==> config.mk <==
export PLATFORM = sky130hd
export DESIGN_NAME = host_cmd_watchdog_gpio_baud
export DESIGN_NICKNAME = d
export VERILOG_FILES = /design/src/hdl/gpio_pin_ctl.v /design/src/hdl/host_cmd_watchdog_gpio_baud.v
export VERILOG_INCLUDE_DIRS = /design/src /design/src/include
export SDC_FILE = /design/constraint.sdc
export NUM_CORES = 1
export LEC_CHECK = 0
export BUFFER_PORTS_ARGS = -buffer_cell sky130_fd_sc_hd__clkbuf_2
export CAP_MARGIN = 25
export CORE_AREA = 3 3 153 214
export DETAILED_ROUTE_END_ITERATION = 10
export DIE_AREA = 0 0 156 217
export PLACE_DENSITY_LB_ADDON = 0.15
export SYNTH_ARGS = -nofsm -noshare
export SYNTH_HDL_FRONTEND = slang
export SYNTH_SLANG_ARGS = --single-unit
==> constraint.sdc <==
create_clock -name mclk -period 4 [get_ports mclk]
set_input_delay 0.8 -clock mclk [delete_from_list [all_inputs] [get_ports mclk]]
set_output_delay 0.8 -clock mclk [all_outputs]
set_load 0.01 [all_outputs]
==> src/include/host_cmd_regs.vh <==
// Constants for the host command block: register map, command codes,
// reply codes, pin configuration fields and timing figures.
// Assumes a 10 MHz system clock and byte addresses on the register port.
`ifndef HOST_CMD_REGS_VH
`define HOST_CMD_REGS_VH

// Register byte addresses
`define REG_CMD        8'h00
`define REG_DATA       8'h04
`define REG_EXEC       8'h08
`define REG_REPLY      8'h0c
`define REG_STATE      8'h10
`define REG_PIN_BASE   8'h20
`define REG_RDATA_BASE 8'h40
`define REG_WIN_SPAN   8'h20

// Field layout in the command register and the reply valid bit in the reply register
`define CMD_TYPE_MSB   7
`define CMD_LEN_LSB    8
`define CMD_LEN_MSB    12
`define REPLY_VLD_BIT  16

// Command and reply types
`define T_WATCHDOG     8'h1d
`define T_STATUS       8'h1e
`define T_LCD_WRITE    8'h1f
`define T_BAUD         8'h21
`define T_GPIO         8'h22
`define T_ACK_BIT      8'h40
`define T_NAK_BITS     8'hc0

// Payload limits
`define LEN_W          5
`define STAT_LEN       5'h0f
`define STAT_WD_BYTE   4'h8
`define LCD_LEN_MIN    5'h03
`define LCD_LEN_MAX    5'h12
`define LCD_COL_MAX    8'h0f
`define LCD_ROW_MAX    8'h01
`define LCD_TEXT_OFS   5'h02
`define BAUD_MAX       8'h01
`define BAUD_19200     1'b0
`define GPIO_COUNT     5
`define GPIO_LEN_VAL   5'h02
`define GPIO_LEN_CFG   5'h03
`define GPIO_VAL_HIGH  8'h64
`define GPIO_CFG_MAX   8'h0f
`define GPIO_RST_PIN   3
`define GPIO_BUS_PIN   4

// Drive mode field codes
`define DM_SUP_RDN     3'h0
`define DM_SUP_SDN     3'h1
`define DM_HIZ         3'h2
`define DM_RUP_SDN     3'h3
`define DM_SLUP_HIZ    3'h4
`define DM_SLUP_SLDN   3'h5
`define DM_RSVD        3'h6
`define DM_HIZ_SLDN    3'h7
`define CFG_FUNC_BIT   3

// Timing
`define CLK_HZ         10000000
`define WD_TICK_HZ     1
`define SAMPLE_HZ      32
`define PWM_HZ         100
`define PWM_STEPS      7'h64
`define RST_PULSE_MS   1000
`define CNT_W          24

`endif

==> src/hdl/gpio_pin_ctl.v <==
// One general-purpose pin: value, function and drive mode settings,
// duty-cycle output, pad drive decode and sampled input with edge flags.
// Assumes the pin input comes from the pad, outside the clock domain.
`timescale 1ns/1ps
`include "host_cmd_regs.vh"
module gpio_pin_ctl #(
   parameter [3:0] RST_CFG = {1'b0, `DM_HIZ}
)(
   input wire mclk,
   input wire rst,
   input wire ce,
   input wire tick32,
   input wire [6:0] pwm_phase,
   input wire wr_val,
   input wire wr_cfg,
   input wire [7:0] val_in,
   input wire [3:0] cfg_in,
   input wire query,
   input wire dflt_o,
   input wire dflt_oe,
   input wire pin_i,
   output reg pin_o,
   output reg pin_oe,
   output reg pin_pu,
   output reg pin_pd,
   output reg pin_slow,
   output wire [7:0] val,
   output wire [3:0] cfg,
   output wire [2:0] sts
);
   reg [7:0] val_ff;
   reg [3:0] cfg_ff;
   reg sync1_ff, sync2_ff, smp_ff, primed_ff, rise_ff, fall_ff;
   reg lvl, nxt_o, nxt_oe, nxt_pu, nxt_pd, nxt_slow;
   wire func = cfg_ff[`CFG_FUNC_BIT];
   wire rise_evt = tick32 & primed_ff & sync2_ff & ~smp_ff;
   wire fall_evt = tick32 & primed_ff & ~sync2_ff & smp_ff;

   assign val = val_ff;
   assign cfg = cfg_ff;
   assign sts = {rise_ff, fall_ff, smp_ff};

   // Settings, input sampling and edge memory
   always @(posedge mclk) begin
      if (rst) begin
         val_ff <= 8'h00;
         cfg_ff <= RST_CFG;
         sync1_ff <= 1'b0;
         sync2_ff <= 1'b0;
         smp_ff <= 1'b0;
         primed_ff <= 1'b0;
         rise_ff <= 1'b0;
         fall_ff <= 1'b0;
      end else if (ce) begin
         if (wr_val)
            val_ff <= val_in; // RULE_15
         if (wr_cfg)
            cfg_ff <= cfg_in; // RULE_15
         sync1_ff <= pin_i;
         sync2_ff <= sync1_ff;
         if (tick32) begin
            smp_ff <= sync2_ff; // RULE_20
            primed_ff <= 1'b1;
         end
         // New edge wins over a query clear in the same cycle
         rise_ff <= (rise_ff & ~query) | rise_evt; // RULE_21
         fall_ff <= (fall_ff & ~query) | fall_evt; // RULE_21
      end
   end

   // Output level and pad drive decode
   always @* begin
      if (val_ff == 8'h00)
         lvl = 1'b0;
      else if (val_ff >= `GPIO_VAL_HIGH)
         lvl = 1'b1;
      else
         lvl = ({1'b0, pwm_phase} < val_ff); // RULE_16
      nxt_o = lvl;
      nxt_oe = 1'b0;
      nxt_pu = 1'b0;
      nxt_pd = 1'b0;
      nxt_slow = 1'b0;
      case (cfg_ff[2:0]) // RULE_17
         `DM_SUP_RDN: begin
            nxt_oe = lvl;
            nxt_pd = ~lvl;
         end
         `DM_SUP_SDN: nxt_oe = 1'b1;
         `DM_RUP_SDN: begin
            nxt_oe = ~lvl;
            nxt_pu = lvl;
         end
         `DM_SLUP_HIZ: begin
            nxt_oe = lvl;
            nxt_slow = 1'b1;
         end
         `DM_SLUP_SLDN: begin
            nxt_oe = 1'b1;
            nxt_slow = 1'b1;
         end
         `DM_HIZ_SLDN: begin
            nxt_oe = ~lvl;
            nxt_slow = 1'b1;
         end
         default: nxt_oe = 1'b0;
      endcase
      // Default function owns the pad; only the DM_RUP_SDN pull-up stays, while the pad is undriven
      if (!func) begin
         nxt_o = dflt_o; // RULE_18
         nxt_oe = dflt_oe; // RULE_18
         nxt_pd = 1'b0;
         nxt_slow = 1'b0;
         nxt_pu = (cfg_ff[2:0] == `DM_RUP_SDN) & ~dflt_oe;
      end
   end

   // Registered pad controls
   always @(posedge mclk) begin
      if (rst) begin
         pin_o <= 1'b0;
         pin_oe <= 1'b0;
         pin_pu <= 1'b0;
         pin_pd <= 1'b0;
         pin_slow <= 1'b0;
      end else if (ce) begin
         pin_o <= nxt_o;
         pin_oe <= nxt_oe;
         pin_pu <= nxt_pu;
         pin_pd <= nxt_pd;
         pin_slow <= nxt_slow;
      end
   end
endmodule

==> src/hdl/host_cmd_watchdog_gpio_baud.v <==
// Host command handler: watchdog, status readback, display writes,
// serial rate switching and general-purpose pin configuration.
// Assumes a register port master on mclk and a serial engine that reads
// the reply register when it sends the reply packet.
//
// How it works
// RULE_01 - A watchdog timeout of zero turns the watchdog off, even mid-count.
// RULE_02 - Host must resend the watchdog command before the timeout runs out.
// RULE_03 - An expired, still enabled watchdog pulses the host reset output.
// RULE_04 - Watchdog is off after reset and stays off after firing.
// RULE_05 - Accepted commands reply with type OR 0x40; only the status reply carries a payload.
// RULE_06 - Status query without payload returns fifteen status bytes.
// RULE_07 - Status byte 8 holds the present watchdog counter.
// RULE_08 - Display write gives column, row, then 1 to 16 characters placed there.
// RULE_09 - Host keeps display write length between 3 and 18 bytes.
// RULE_10 - Serial rate changes only after the acknowledge went out at the old rate.
// RULE_11 - Host waits for the acknowledge before changing its own rate.
// RULE_12 - Rate byte 0 selects 19200 baud, 1 selects 115200 baud.
// RULE_13 - Serial rate after reset is 19200 baud.
// RULE_14 - Five pins, index 0 to 4; larger indices are refused.
// RULE_15 - Two payload bytes set the value; three also set function and mode.
// RULE_16 - Value 0 low, 1-99 duty percent at 100 Hz, 100 high, above invalid.
// RULE_17 - Three-bit drive mode selects pad drive; code 110 is refused.
// RULE_18 - Function bit 0 gives the pin its default function, 1 user control.
// RULE_19 - Host keeps the configuration byte within 0 to 15.
// RULE_20 - All pins are sampled at 32 Hz regardless of queries.
// RULE_21 - Rising and falling edges since the last query are remembered.
// RULE_22 - Host leaves the reset pin in its default function and mode.
// RULE_23 - Host reset pin floats except while a reset pulse drives it.
// RULE_24 - Counter reloads on each watchdog command, counts seconds, fires at zero.
//
// Design decisions made here: strobed register access and the register offsets.
`timescale 1ns/1ps
`include "host_cmd_regs.vh"
module host_cmd_watchdog_gpio_baud #(
   parameter SEC_CYCLES = `CLK_HZ / `WD_TICK_HZ,
   parameter SAMPLE_CYCLES = `CLK_HZ / `SAMPLE_HZ,
   parameter RST_PULSE_CYCLES = (`CLK_HZ / 1000) * `RST_PULSE_MS,
   parameter NPIN = `GPIO_COUNT
)(
   input wire mclk,
   input wire rst,
   input wire ce,
   input wire [7:0] addr,
   input wire [31:0] wdata,
   input wire wr,
   input wire rd,
   output reg [31:0] rdata,
   input wire [119:0] stat_bytes,
   input wire reset_invert,
   input wire sensor_bus_port_o,
   input wire sensor_bus_port_oe,
   output reg baud_sel,
   output reg lcd_we,
   output reg [4:0] lcd_addr,
   output reg [7:0] lcd_char,
   input wire [NPIN-1:0] gpio_i,
   output wire [NPIN-1:0] gpio_o,
   output wire [NPIN-1:0] gpio_oe,
   output wire [NPIN-1:0] gpio_pu,
   output wire [NPIN-1:0] gpio_pd,
   output wire [NPIN-1:0] gpio_slow
);
   localparam [`CNT_W-1:0] SEC_LAST = SEC_CYCLES - 1;
   localparam [`CNT_W-1:0] SMP_LAST = SAMPLE_CYCLES - 1;
   localparam [`CNT_W-1:0] PULSE_LAST = RST_PULSE_CYCLES - 1;
   localparam [`CNT_W-1:0] PWM_LAST = `CLK_HZ / (`PWM_HZ * `PWM_STEPS) - 1;
   localparam [6:0] PHASE_LAST = `PWM_STEPS - 7'h01;

   reg [7:0] type_ff;
   reg [`LEN_W-1:0] len_ff, cnt_ff;
   reg [7:0] p0_ff, p1_ff, p2_ff;
   reg [7:0] rtype_ff, stat_wd_ff;
   reg [`LEN_W-1:0] rlen_ff;
   reg rvld_ff, baud_pend_ff, baud_new_ff;
   reg wd_en_ff, pulse_ff;
   reg [7:0] wd_cnt_ff;
   reg [`CNT_W-1:0] sec_ff, smp_ff, pwm_ff, pulse_cnt_ff;
   reg [6:0] phase_ff;
   reg tick32_ff;
   reg ok;
   reg [31:0] nxt_rdata;

   wire wr_cmd = wr & (addr == `REG_CMD);
   wire wr_dat = wr & (addr == `REG_DATA);
   wire exec = wr & (addr == `REG_EXEC);
   wire rd_reply = rd & (addr == `REG_REPLY);
   wire sec_tick = (sec_ff == SEC_LAST);
   wire pwm_step = (pwm_ff == PWM_LAST);
   wire [7:0] pin_off = addr - `REG_PIN_BASE;
   wire [7:0] rd_off = addr - `REG_RDATA_BASE;
   wire in_pin = (addr >= `REG_PIN_BASE) && (pin_off < `REG_WIN_SPAN);
   wire in_rdt = (addr >= `REG_RDATA_BASE) && (rd_off[7:6] == 2'b00);
   wire [2:0] pin_sel = pin_off[4:2];
   wire [3:0] byte_sel = rd_off[5:2];
   wire pin_hit = in_pin && (pin_sel < NPIN) && (addr[1:0] == 2'b00);
   wire wd_cmd = exec & ok & (type_ff == `T_WATCHDOG);
   wire gpio_cmd = exec & ok & (type_ff == `T_GPIO);
   wire lcd_ok = (type_ff == `T_LCD_WRITE) && (len_ff >= `LCD_LEN_MIN) &&
                 (len_ff <= `LCD_LEN_MAX);
   wire [`LEN_W-1:0] text_n = cnt_ff - `LCD_TEXT_OFS;
   wire [7:0] text_col = p0_ff + {3'b000, text_n};

   // Command acceptance check
   always @* begin
      ok = 1'b0;
      case (type_ff)
         `T_WATCHDOG: ok = (len_ff == 5'h01);
         `T_STATUS: ok = (len_ff == 5'h00); // RULE_06
         `T_LCD_WRITE: ok = lcd_ok && (p0_ff <= `LCD_COL_MAX) &&
                            (p1_ff <= `LCD_ROW_MAX); // RULE_08
         `T_BAUD: ok = (len_ff == 5'h01) && (p0_ff <= `BAUD_MAX); // RULE_12
         `T_GPIO: ok = ((len_ff == `GPIO_LEN_VAL) || (len_ff == `GPIO_LEN_CFG)) &&
                       (p0_ff < NPIN) && (p1_ff <= `GPIO_VAL_HIGH) && // RULE_14
                       ((len_ff == `GPIO_LEN_VAL) || ((p2_ff <= `GPIO_CFG_MAX) &&
                       (p2_ff[2:0] != `DM_RSVD))); // RULE_17
         default: ok = 1'b0;
      endcase
      if (cnt_ff != len_ff)
         ok = 1'b0;
   end

   // Command capture, payload bytes and display text stream
   always @(posedge mclk) begin
      if (rst) begin
         type_ff <= 8'h00;
         len_ff <= {`LEN_W{1'b0}};
         cnt_ff <= {`LEN_W{1'b0}};
         p0_ff <= 8'h00;
         p1_ff <= 8'h00;
         p2_ff <= 8'h00;
         lcd_we <= 1'b0;
         lcd_addr <= 5'h00;
         lcd_char <= 8'h00;
      end else if (ce) begin
         lcd_we <= 1'b0;
         if (wr_cmd) begin
            type_ff <= wdata[`CMD_TYPE_MSB:0];
            len_ff <= wdata[`CMD_LEN_MSB:`CMD_LEN_LSB];
            cnt_ff <= {`LEN_W{1'b0}};
         end else if (wr_dat && (cnt_ff < len_ff)) begin
            cnt_ff <= cnt_ff + 5'h01;
            if (cnt_ff == 5'h00)
               p0_ff <= wdata[7:0];
            if (cnt_ff == 5'h01)
               p1_ff <= wdata[7:0];
            if (cnt_ff == 5'h02)
               p2_ff <= wdata[7:0];
            // Text lands from the given column onward, cut at the line end
            if (lcd_ok && (cnt_ff >= `LCD_TEXT_OFS) && (p1_ff <= `LCD_ROW_MAX) &&
                (text_col <= `LCD_COL_MAX)) begin
               lcd_we <= 1'b1; // RULE_08
               lcd_addr <= {p1_ff[0], text_col[3:0]};
               lcd_char <= wdata[7:0];
            end
         end
      end
   end

   // Reply register and deferred rate switch
   always @(posedge mclk) begin
      if (rst) begin
         rtype_ff <= 8'h00;
         rlen_ff <= {`LEN_W{1'b0}};
         rvld_ff <= 1'b0;
         stat_wd_ff <= 8'h00;
         baud_pend_ff <= 1'b0;
         baud_new_ff <= `BAUD_19200;
         baud_sel <= `BAUD_19200; // RULE_13
      end else if (ce) begin
         if (exec) begin
            rvld_ff <= 1'b1;
            rtype_ff <= ok ? (type_ff | `T_ACK_BIT) : (type_ff | `T_NAK_BITS); // RULE_05
            rlen_ff <= (ok && (type_ff == `T_STATUS)) ? `STAT_LEN : 5'h00; // RULE_06
            stat_wd_ff <= wd_cnt_ff; // RULE_07
            if (ok && (type_ff == `T_BAUD)) begin
               baud_pend_ff <= 1'b1;
               baud_new_ff <= p0_ff[0]; // RULE_12
            end
         end else if (rd_reply) begin
            rvld_ff <= 1'b0;
            // The acknowledge is taken at the old rate, then the rate moves
            if (baud_pend_ff) begin
               baud_sel <= baud_new_ff; // RULE_10
               baud_pend_ff <= 1'b0;
            end
         end
      end
   end

   // Second, sample and duty-cycle time bases
   always @(posedge mclk) begin
      if (rst) begin
         sec_ff <= {`CNT_W{1'b0}};
         smp_ff <= {`CNT_W{1'b0}};
         pwm_ff <= {`CNT_W{1'b0}};
         phase_ff <= 7'h00;
         tick32_ff <= 1'b0;
      end else if (ce) begin
         sec_ff <= sec_tick ? {`CNT_W{1'b0}} : sec_ff + 1'b1;
         tick32_ff <= (smp_ff == SMP_LAST); // RULE_20
         smp_ff <= (smp_ff == SMP_LAST) ? {`CNT_W{1'b0}} : smp_ff + 1'b1;
         pwm_ff <= pwm_step ? {`CNT_W{1'b0}} : pwm_ff + 1'b1;
         if (pwm_step)
            phase_ff <= (phase_ff == PHASE_LAST) ? 7'h00 : phase_ff + 7'h01; // RULE_16
      end
   end

   // Watchdog counter and host reset pulse
   always @(posedge mclk) begin
      if (rst) begin
         wd_en_ff <= 1'b0; // RULE_04
         wd_cnt_ff <= 8'h00;
         pulse_ff <= 1'b0;
         pulse_cnt_ff <= {`CNT_W{1'b0}};
      end else if (ce) begin
         if (wd_cmd) begin
            wd_cnt_ff <= p0_ff; // RULE_24
            wd_en_ff <= (p0_ff != 8'h00); // RULE_01
         end else if (wd_en_ff && sec_tick) begin
            wd_cnt_ff <= wd_cnt_ff - 8'h01; // RULE_24
            if (wd_cnt_ff == 8'h01) begin
               wd_en_ff <= 1'b0; // RULE_04
               pulse_ff <= 1'b1; // RULE_03
               pulse_cnt_ff <= {`CNT_W{1'b0}};
            end
         end
         if (pulse_ff) begin
            pulse_cnt_ff <= pulse_cnt_ff + 1'b1;
            if (pulse_cnt_ff == PULSE_LAST)
               pulse_ff <= 1'b0; // RULE_23
         end
      end
   end

   // Default-function drive for each pin
   wire [NPIN-1:0] dflt_o, dflt_oe, wr_val, wr_cfg, query;
   wire [NPIN*8-1:0] pin_val;
   wire [NPIN*4-1:0] pin_cfg;
   wire [NPIN*3-1:0] pin_sts;

   genvar gi;
   generate
      for (gi = 0; gi < NPIN; gi = gi + 1) begin : g_pin
         if (gi == `GPIO_RST_PIN) begin : g_rst
            assign dflt_o[gi] = reset_invert; // RULE_23
            assign dflt_oe[gi] = pulse_ff; // RULE_03
         end else if (gi == `GPIO_BUS_PIN) begin : g_bus
            assign dflt_o[gi] = sensor_bus_port_o;
            assign dflt_oe[gi] = sensor_bus_port_oe;
         end else begin : g_idle
            assign dflt_o[gi] = 1'b0;
            assign dflt_oe[gi] = 1'b0;
         end
         assign wr_val[gi] = gpio_cmd & (p0_ff == gi); // RULE_15
         assign wr_cfg[gi] = wr_val[gi] & (len_ff == `GPIO_LEN_CFG); // RULE_15
         assign query[gi] = rd & pin_hit & (pin_sel == gi); // RULE_21
         gpio_pin_ctl #(
            .RST_CFG((gi == 1) ? {1'b0, `DM_RUP_SDN} : {1'b0, `DM_HIZ})
         ) u_pin (
            .mclk(mclk),
            .rst(rst),
            .ce(ce),
            .tick32(tick32_ff),
            .pwm_phase(phase_ff),
            .wr_val(wr_val[gi]),
            .wr_cfg(wr_cfg[gi]),
            .val_in(p1_ff),
            .cfg_in(p2_ff[3:0]),
            .query(query[gi]),
            .dflt_o(dflt_o[gi]),
            .dflt_oe(dflt_oe[gi]),
            .pin_i(gpio_i[gi]),
            .pin_o(gpio_o[gi]),
            .pin_oe(gpio_oe[gi]),
            .pin_pu(gpio_pu[gi]),
            .pin_pd(gpio_pd[gi]),
            .pin_slow(gpio_slow[gi]),
            .val(pin_val[gi*8 +: 8]),
            .cfg(pin_cfg[gi*4 +: 4]),
            .sts(pin_sts[gi*3 +: 3])
         );
      end
   endgenerate

   // Read data selection
   always @* begin
      nxt_rdata = 32'h0000_0000;
      if (rd) begin
         if (addr == `REG_CMD)
            nxt_rdata = {19'h0, len_ff, type_ff};
         else if (addr == `REG_REPLY)
            nxt_rdata = {15'h0, rvld_ff, 3'h0, rlen_ff, rtype_ff};
         else if (addr == `REG_STATE)
            nxt_rdata = {20'h0, wd_cnt_ff, pulse_ff, baud_pend_ff, baud_sel, wd_en_ff};
         else if (pin_hit)
            nxt_rdata = {12'h0, pin_cfg[pin_sel*4 +: 4], pin_val[pin_sel*8 +: 8],
                         5'h00, pin_sts[pin_sel*3 +: 3]}; // RULE_21
         else if (in_rdt && (addr[1:0] == 2'b00) && (byte_sel < `STAT_LEN)) begin
            if (byte_sel == `STAT_WD_BYTE)
               nxt_rdata = {24'h0, stat_wd_ff}; // RULE_07
            else
               nxt_rdata = {24'h0, stat_bytes[byte_sel*8 +: 8]}; // RULE_06
         end
      end
   end

   // Read data stand for one cycle only
   always @(posedge mclk) begin
      if (rst)
         rdata <= 32'h0000_0000;
      else if (ce)
         rdata <= nxt_rdata;
   end
endmodule

==> results of run 1 <==
stage by stage:
| stage | power, W | std cells | setup slack (ns) |
|---|---|---|---|
| floorplan | 0.00354 | 1954 | 0.950 |
| global placement | 0.00368 | 2448 | 0.594 |
| detailed placement | 0.00369 | 2448 | 0.592 |
| CTS | 0.00680 | 2505 | 0.751 |
| global route | 0.00695 | 2505 | 0.545 |
| finish | 0.00674 | 2505 | 0.714 |
sequential cells by signal (all words and copies together) (netlist names), 20 cells and up:
| name | flops |
|---|---|
| pwm_ff | 24 |
| sec_ff | 24 |
| rdata | 20 |
| smp_ff | 24 |
| g_pin.u_pin.cfg | 20 |
| g_pin.u_pin.val | 40 |
| pulse_cnt_ff | 24 |
cell families (layout without fill, tap and decap cells):
logic type / Yosys count / in the layout / share of synthesized area, %
buffers and inverters: 224 / 385 / 5.98
AO/OA/AOI/OAI: 311 / 311 / 12.1
AND/OR/NAND/NOR: 770 / 770 / 22.1
XOR/XNOR: 97 / 97 / 5.02
other: 1 / 12 / 0.0222
flip-flops: 322 / 322 / 38.1
adder cells (fa/ha/maj): 55 / 55 / 4.11
multiplexers: 163 / 163 / 12.6
where the power goes:
| part | leakage (nW) | switching, W | internal, W |
|---|---|---|---|
| Clock | 0.534 | 0.00128 | 0.00184 |
| Combinational | 4.61 | 0.000222 | 0.000163 |
| Sequential | 2.60 | 0.0000125 | 0.00322 |
per-layer routing:
metal | track usage, % | vias up | wire length [µm]
li1 | - | 7144 | -
met3 | 4.04 | 128 | 3090
met5 | 0 | - | 0
met2 | 48.7 | 570 | 24100
met4 | 13.1 | 0 | 2350
met1 | 33.3 | 7186 | 18900
worst max-delay path, cell delays in order (launching register included):
cell	delay, ns
dfxtp_1	0.46
nor4b_2	0.53
o311ai_1	0.23
or4_1	0.62
a311oi_4	0.46
buf_4	0.31
mux2_2	0.36
a22oi_1	0.13
nor2_1	0.05
area by class of cell:
type,count,area (µm²)
Clock buffer,50,992
Inverter,85,319
Multi-Input combinational cell,1408,9510
Clock inverter,7,88.8
Fill cell,2756,11700
Timing Repair Buffer,243,1330
Tap cell,390,488
Sequential cell,322,6450
final timing paths:
path                                    end
hold / removal     rtype_ff[0]$_SDFFE_PP0P_
setup reg to reg  wd_cnt_ff[3]$_SDFFE_PP0P_
setup / recovery  wd_cnt_ff[3]$_SDFFE_PP0P_
hold reg to reg    rtype_ff[0]$_SDFFE_PP0P_
layout by cell type, fill, tap and decap left out, types with 9 or more instances in the layout:
| master | Yosys | final |
|---|---|---|
| a21oi_1 | 94 | 94 |
| nand2_1 | 196 | 196 |
| and4_1 | 11 | 11 |
| and3_1 | 29 | 29 |
| clkbuf_16 | 0 | 35 |
| nor2_1 | 271 | 270 |
| a31oi_1 | 11 | 11 |
| mux2i_1 | 118 | 118 |
| mux4_2 | 39 | 39 |
| conb_1 | 1 | 12 |
| nor4_1 | 28 | 28 |
| nand3_1 | 72 | 72 |
| xor2_1 | 70 | 70 |
| clkbuf_2 | 1 | 203 |
| a21o_1 | 13 | 13 |
| inv_1 | 84 | 84 |
| o22ai_1 | 9 | 9 |
| nor3_1 | 30 | 30 |
| a22o_1 | 9 | 9 |
| a32oi_1 | 15 | 15 |
| a221oi_1 | 9 | 9 |
| dfxtp_1 | 322 | 322 |
| o21a_1 | 16 | 16 |
| buf_4 | 41 | 38 |
| or4_1 | 13 | 13 |
| xnor2_1 | 27 | 27 |
| ha_1 | 54 | 54 |
| or3_1 | 12 | 12 |
| clkbuf_1 | 79 | 9 |
| nand4_1 | 44 | 44 |
| o21ai_0 | 67 | 67 |
==> reports/results.ini, run 1 <==
[logic_synthesis]
post-synth-top-count-cell = dfxtp_1
netlist_area_um2 = 16900
synth-seq-cells = 322
yosysUniqueCellTypes = 78
synth_edf_count = 0
synthArstFlopShare_pct = 0
yosysTopAreaCell = dfxtp_1
synthCells = 1943
netlist_top_cells_area = dfxtp_1 (38%), mux2i_1 (7.0%), nor2_1 (6.0%)
synth-main-ff-cell = dfxtp_1
synth.yosys.seq_area_share_pct = 38.1
avgSynthCellArea_um2 = 8.71
ys_warn_count = 0
synth_top_area_share_pct = 38.1
synthTopCellsByCount = dfxtp_1 (322), nor2_1 (271), nand2_1 (196)

[clock_network]
cts_inserted_buffers = 34
cts_root_buffer = clkbuf_16
cts_buffer_depth = 3
post_cts_buffers = 0
cts.clk_slew.worst_paths_ns = 0.06
cts_hold_buffers = 0
clk_latency_ns = 0.53
cts_resized = 0
clock_sinks = 322
cts_tree = yes
htree_num_levels = 2

[timing]
min_period_ns = 3.29
fin_setup_tns_ns = 0
worst_pin_slew_ns = 0.867
maxSlewViolCount = 0
fmax_mhz = 304
fin_crit_sh_pct = 82.2
hold_viol_final = 0
skew_ns = 0.0225
setup_viol = 0
holdWs_ns = 0.453
relSlewSlack_pct = 41.6
rsz0062_at_grt = false

[critical_path]
required_ns = 4.38
r2r_cells = 8
rrSetupSlack_ns = 0.71
cp-start-kind = register
arrival_ns = 3.66
crit_start = len_ff[1]$_SDFFE_PP0P_
critical_path_class = register to register
path_max_fanout = 18
worstSetupEndpointType = register
r2r-start = len_ff[1]$_SDFFE_PP0P_

[floorplanning]
core-area_um2 = 30900
initial_utilization_pct = 54.7
floorplan.rows = 76
chipWidth_um = 156
ios = 245
die_area_um2 = 33900
die_h_um = 217

[power]
leakage_nw = 7.74
vdd_drop_max_mv = 0.376
p_per_area_nw_per_um2 = 352

[global_route]
antenna_found_initial = 0
grt_pass1_wl_um = 76300
grt_max_degree = 77
track_usage_pct = 27.8
grt_pass1_vias = 14526
grt-ovfl-total = 0

[drt]
drt_iter0_markers = 1122
first_pass_iters = 6
postRouteAntennaNets = 0
wirelength_um = 48500
vias_per_cell = 6.00
wl_per_cell_um = 19.3
drc = 0
num_vias = 15028

[placed_design]
portBuffers = 205
dp_hpwl_um = 36200
postPlaceCellArea_um2 = 18100
gp_congestion = 0.957

[run]
max-cap-violations = 0

[cells_and_area]
fin_util_pct = 62.0
drive_above_1_share_pct = 16.9
final_area_um2 = 19200
nNetsFinal = 2322
syn_to_final_growth_pct = 13.3
n_antenna_cell = 0

[worst_hold_path]
hp-class = register to register
min_path_cells = 2
min_from = rtype_ff[0]$_SDFFE_PP0P_

[outcome]
status = completed

No activity file was read; power rests on OpenSTA's default activity.
==> run 2, diff against run 1 <==
clock period = 3.2 ns   (was 4 ns; I/O delays follow)
==> run 2 against run 1 <==
  * Sequential power rose by 25%
  * Cell area grew 2.4%
  * Power increased by 28%
  * Largest power group is now clock
  * Sequential share of layout area is 0.78 points lower
  * Clock-buffer cell count down 5
  * Maximum frequency rose by 11%
  * Clock skew down 0.012 ns
  * Clock power up 30%
  * Via count rose by 1.3%
  * Flip-flop and latch count stayed put
  * Non-clock buffer count increased by 47
  * Final cell count up 1.9%
==> reports/results.ini, run 2 (synthesis gave the netlist of run 1 again) <==
[critical_path]
arrival_ns = 3.35  ; -0.31 ns
critical_path_class = register to register
path_max_fanout = 9  ; -9
rrSetupSlack_ns = 0.25  ; -0.47 ns
required_ns = 3.60  ; -0.78 ns
worstSetupEndpointType = register
cp-start-kind = register

[cells_and_area]
mostFrequentLayoutCells = dfxtp_1 (322), nor2_1 (270), clkbuf_2 (203)
multiInputGateArea_um2 = 9510  ; unchanged
nNetsFinal = 2369  ; +2.0%
largest_reg_flops = 40  ; unchanged
fillers = 2701  ; -2.0%
syn_to_final_growth_pct = 16.0
n_antenna_cell = 0  ; unchanged
drive_above_1_share_pct = 19.0  ; +2.0 points
fin_util_pct = 63.5  ; +1.5 points
final_common_cell = dfxtp_1
layout.cells.non_filler = 2553  ; +1.9%
register_area_um2 = 6450  ; unchanged

[global_route]
met1_usage_pct = 32.7  ; -0.62 points
globalRouteMet3Util_pct = 4.30  ; +0.26 points
track_usage_pct = 27.7  ; -0.081 points
globalRouteMet2Util_pct = 49.2  ; +0.49 points
grt_max_degree = 125  ; +62%
antenna_found_initial = 0  ; unchanged
grt_pass1_vias = 14691  ; +1.1%
grt_pass1_wl_um = 76500  ; +0.23%
grt-ovfl-total = 0  ; unchanged
grt-busiest-layer = met2

[timing]
fin_setup_tns_ns = 0  ; unchanged
worst_pin_slew_ns = 1.05  ; +0.186 ns
relSlewSlack_pct = 29.5  ; -12 points
hold_viol_final = 0  ; unchanged
maxSlewViolCount = 0  ; unchanged
skew_ns = 0.0109  ; -0.0116 ns
rsz0062_at_grt = false
min_period_ns = 2.95  ; -0.332 ns
setup_viol = 0  ; unchanged
setup_slack_ns = 0.246  ; -0.468 ns
fmax_mhz = 339  ; +11%
fin_crit_sh_pct = 92.3  ; +10 points

[floorplanning]
die_area_um2 = 33900  ; unchanged
chipWidth_um = 156  ; unchanged
core-area_um2 = 30900  ; unchanged
die_h_um = 217  ; unchanged
initial_utilization_pct = 54.7  ; unchanged
floorplan.rows = 76  ; unchanged
ios = 245  ; unchanged

[drt]
postRouteAntennaNets = 0  ; unchanged
num_vias = 15216  ; +1.3%
drt_iter0_markers = 1088  ; -3.0%
drc = 0  ; unchanged
first_pass_iters = 5  ; -1
wirelength_um = 48600  ; +0.30%
vias_per_cell = 5.96  ; -0.65%
wl_per_cell_um = 19.0  ; -1.6%

[placed_design]
dp_slack_ns = 0.182  ; -0.410 ns
portBuffers = 205  ; unchanged
gp_congestion = 0.972  ; +1.6%
dp_hpwl_um = 36300  ; +0.36%
placedCellCount = 2495  ; +1.9%

[worst_hold_path]
hp-class = primary input to register

[power]
vdd_drop_max_mv = 0.446  ; +19%
leakage_nw = 8.02  ; +3.6%
power.total_w = 0.00860  ; +28%
p_per_area_nw_per_um2 = 438  ; +25%

[clock_network]
cts_hold_buffers = 0  ; unchanged
cts_tree = yes
htree_num_levels = 2  ; unchanged
clk_latency_ns = 0.52  ; about the same
cts_resized = 0  ; unchanged
post_cts_buffers = 0  ; unchanged
cts_buffer_depth = 3  ; unchanged
cts.clk_slew.worst_paths_ns = 0.06  ; about the same
clock_sinks = 322  ; unchanged
cts_inserted_buffers = 34  ; unchanged
cts_root_buffer = clkbuf_16

[run]
max-cap-violations = 0  ; unchanged

[outcome]
status = completed

==> run 2: cell types whose count changed in the layout (fill, tap and decap cells not counted) <==
cell / delta
bufinv_16: +2
clkbuf_8: -1
buf_12: +4
clkbuf_1: -4
buf_4: +43
clkinv_2: +3
clkinvlp_4: +1
==> run 2: layer usage <==
layer	share of wire, %	up-vias
met5	0	-
met1	40	7303
li1	-	7247
met2	50	542
met3	6.1	124
met4	4.4	0
==> run 2: final timing paths <==
path / start / end / cells past startpoint
setup / recovery: len_ff[3]$_SDFFE_PP0P_ / g_pin[2].u_pin.cfg[2]$_SDFFE_PP0P_ / 8
hold / removal: wdata[10] / len_ff[2]$_SDFFE_PP0P_ / 3
setup reg to reg: len_ff[3]$_SDFFE_PP0P_ / g_pin[2].u_pin.cfg[2]$_SDFFE_PP0P_ / 8
hold reg to reg: rtype_ff[5]$_SDFFE_PP0P_ / rtype_ff[5]$_SDFFE_PP0P_ / 2
==> run 2: layout make-up <==
type	instances	share of cell area (%)
inverter	85	1.63
tap	390	2.49
timing repair buffer	290	8.84
sequential	322	32.8
clock inverter	13	0.873
clock buffer	45	4.91
multi-input combinational	1408	48.4
==> run 2: worst max-delay path, cell delays in order (launching register included) <==
cell	delay [ns]
dfxtp_1	0.42
inv_1	0.13
ha_1	0.31
and4_1	0.28
nand2_1	0.25
or4b_2	0.74
nor4_4	0.39
mux2i_1	0.25
nor2_1	0.05
==> run 2: per-stage QoR <==
step | hold slack (ns) | cell area [µm²]
2_1_floorplan | 0.426 | 17000
3_3_place_gp | 0.438 | 18500
3_5_place_dp | 0.444 | 18500
4_1_cts | 0.329 | 19600
5_1_grt | 0.356 | 19600
6_report | 0.340 | 19600
==> run 2: where the power goes <==
group | leakage [nW] | switching, W | total (W) | internal [W]
clock | 0.562 | 0.00162 | 0.00406 | 0.00244
sequential | 2.60 | 0.0000149 | 0.00404 | 0.00403
combinational | 4.87 | 0.000280 | 0.000495 | 0.000215
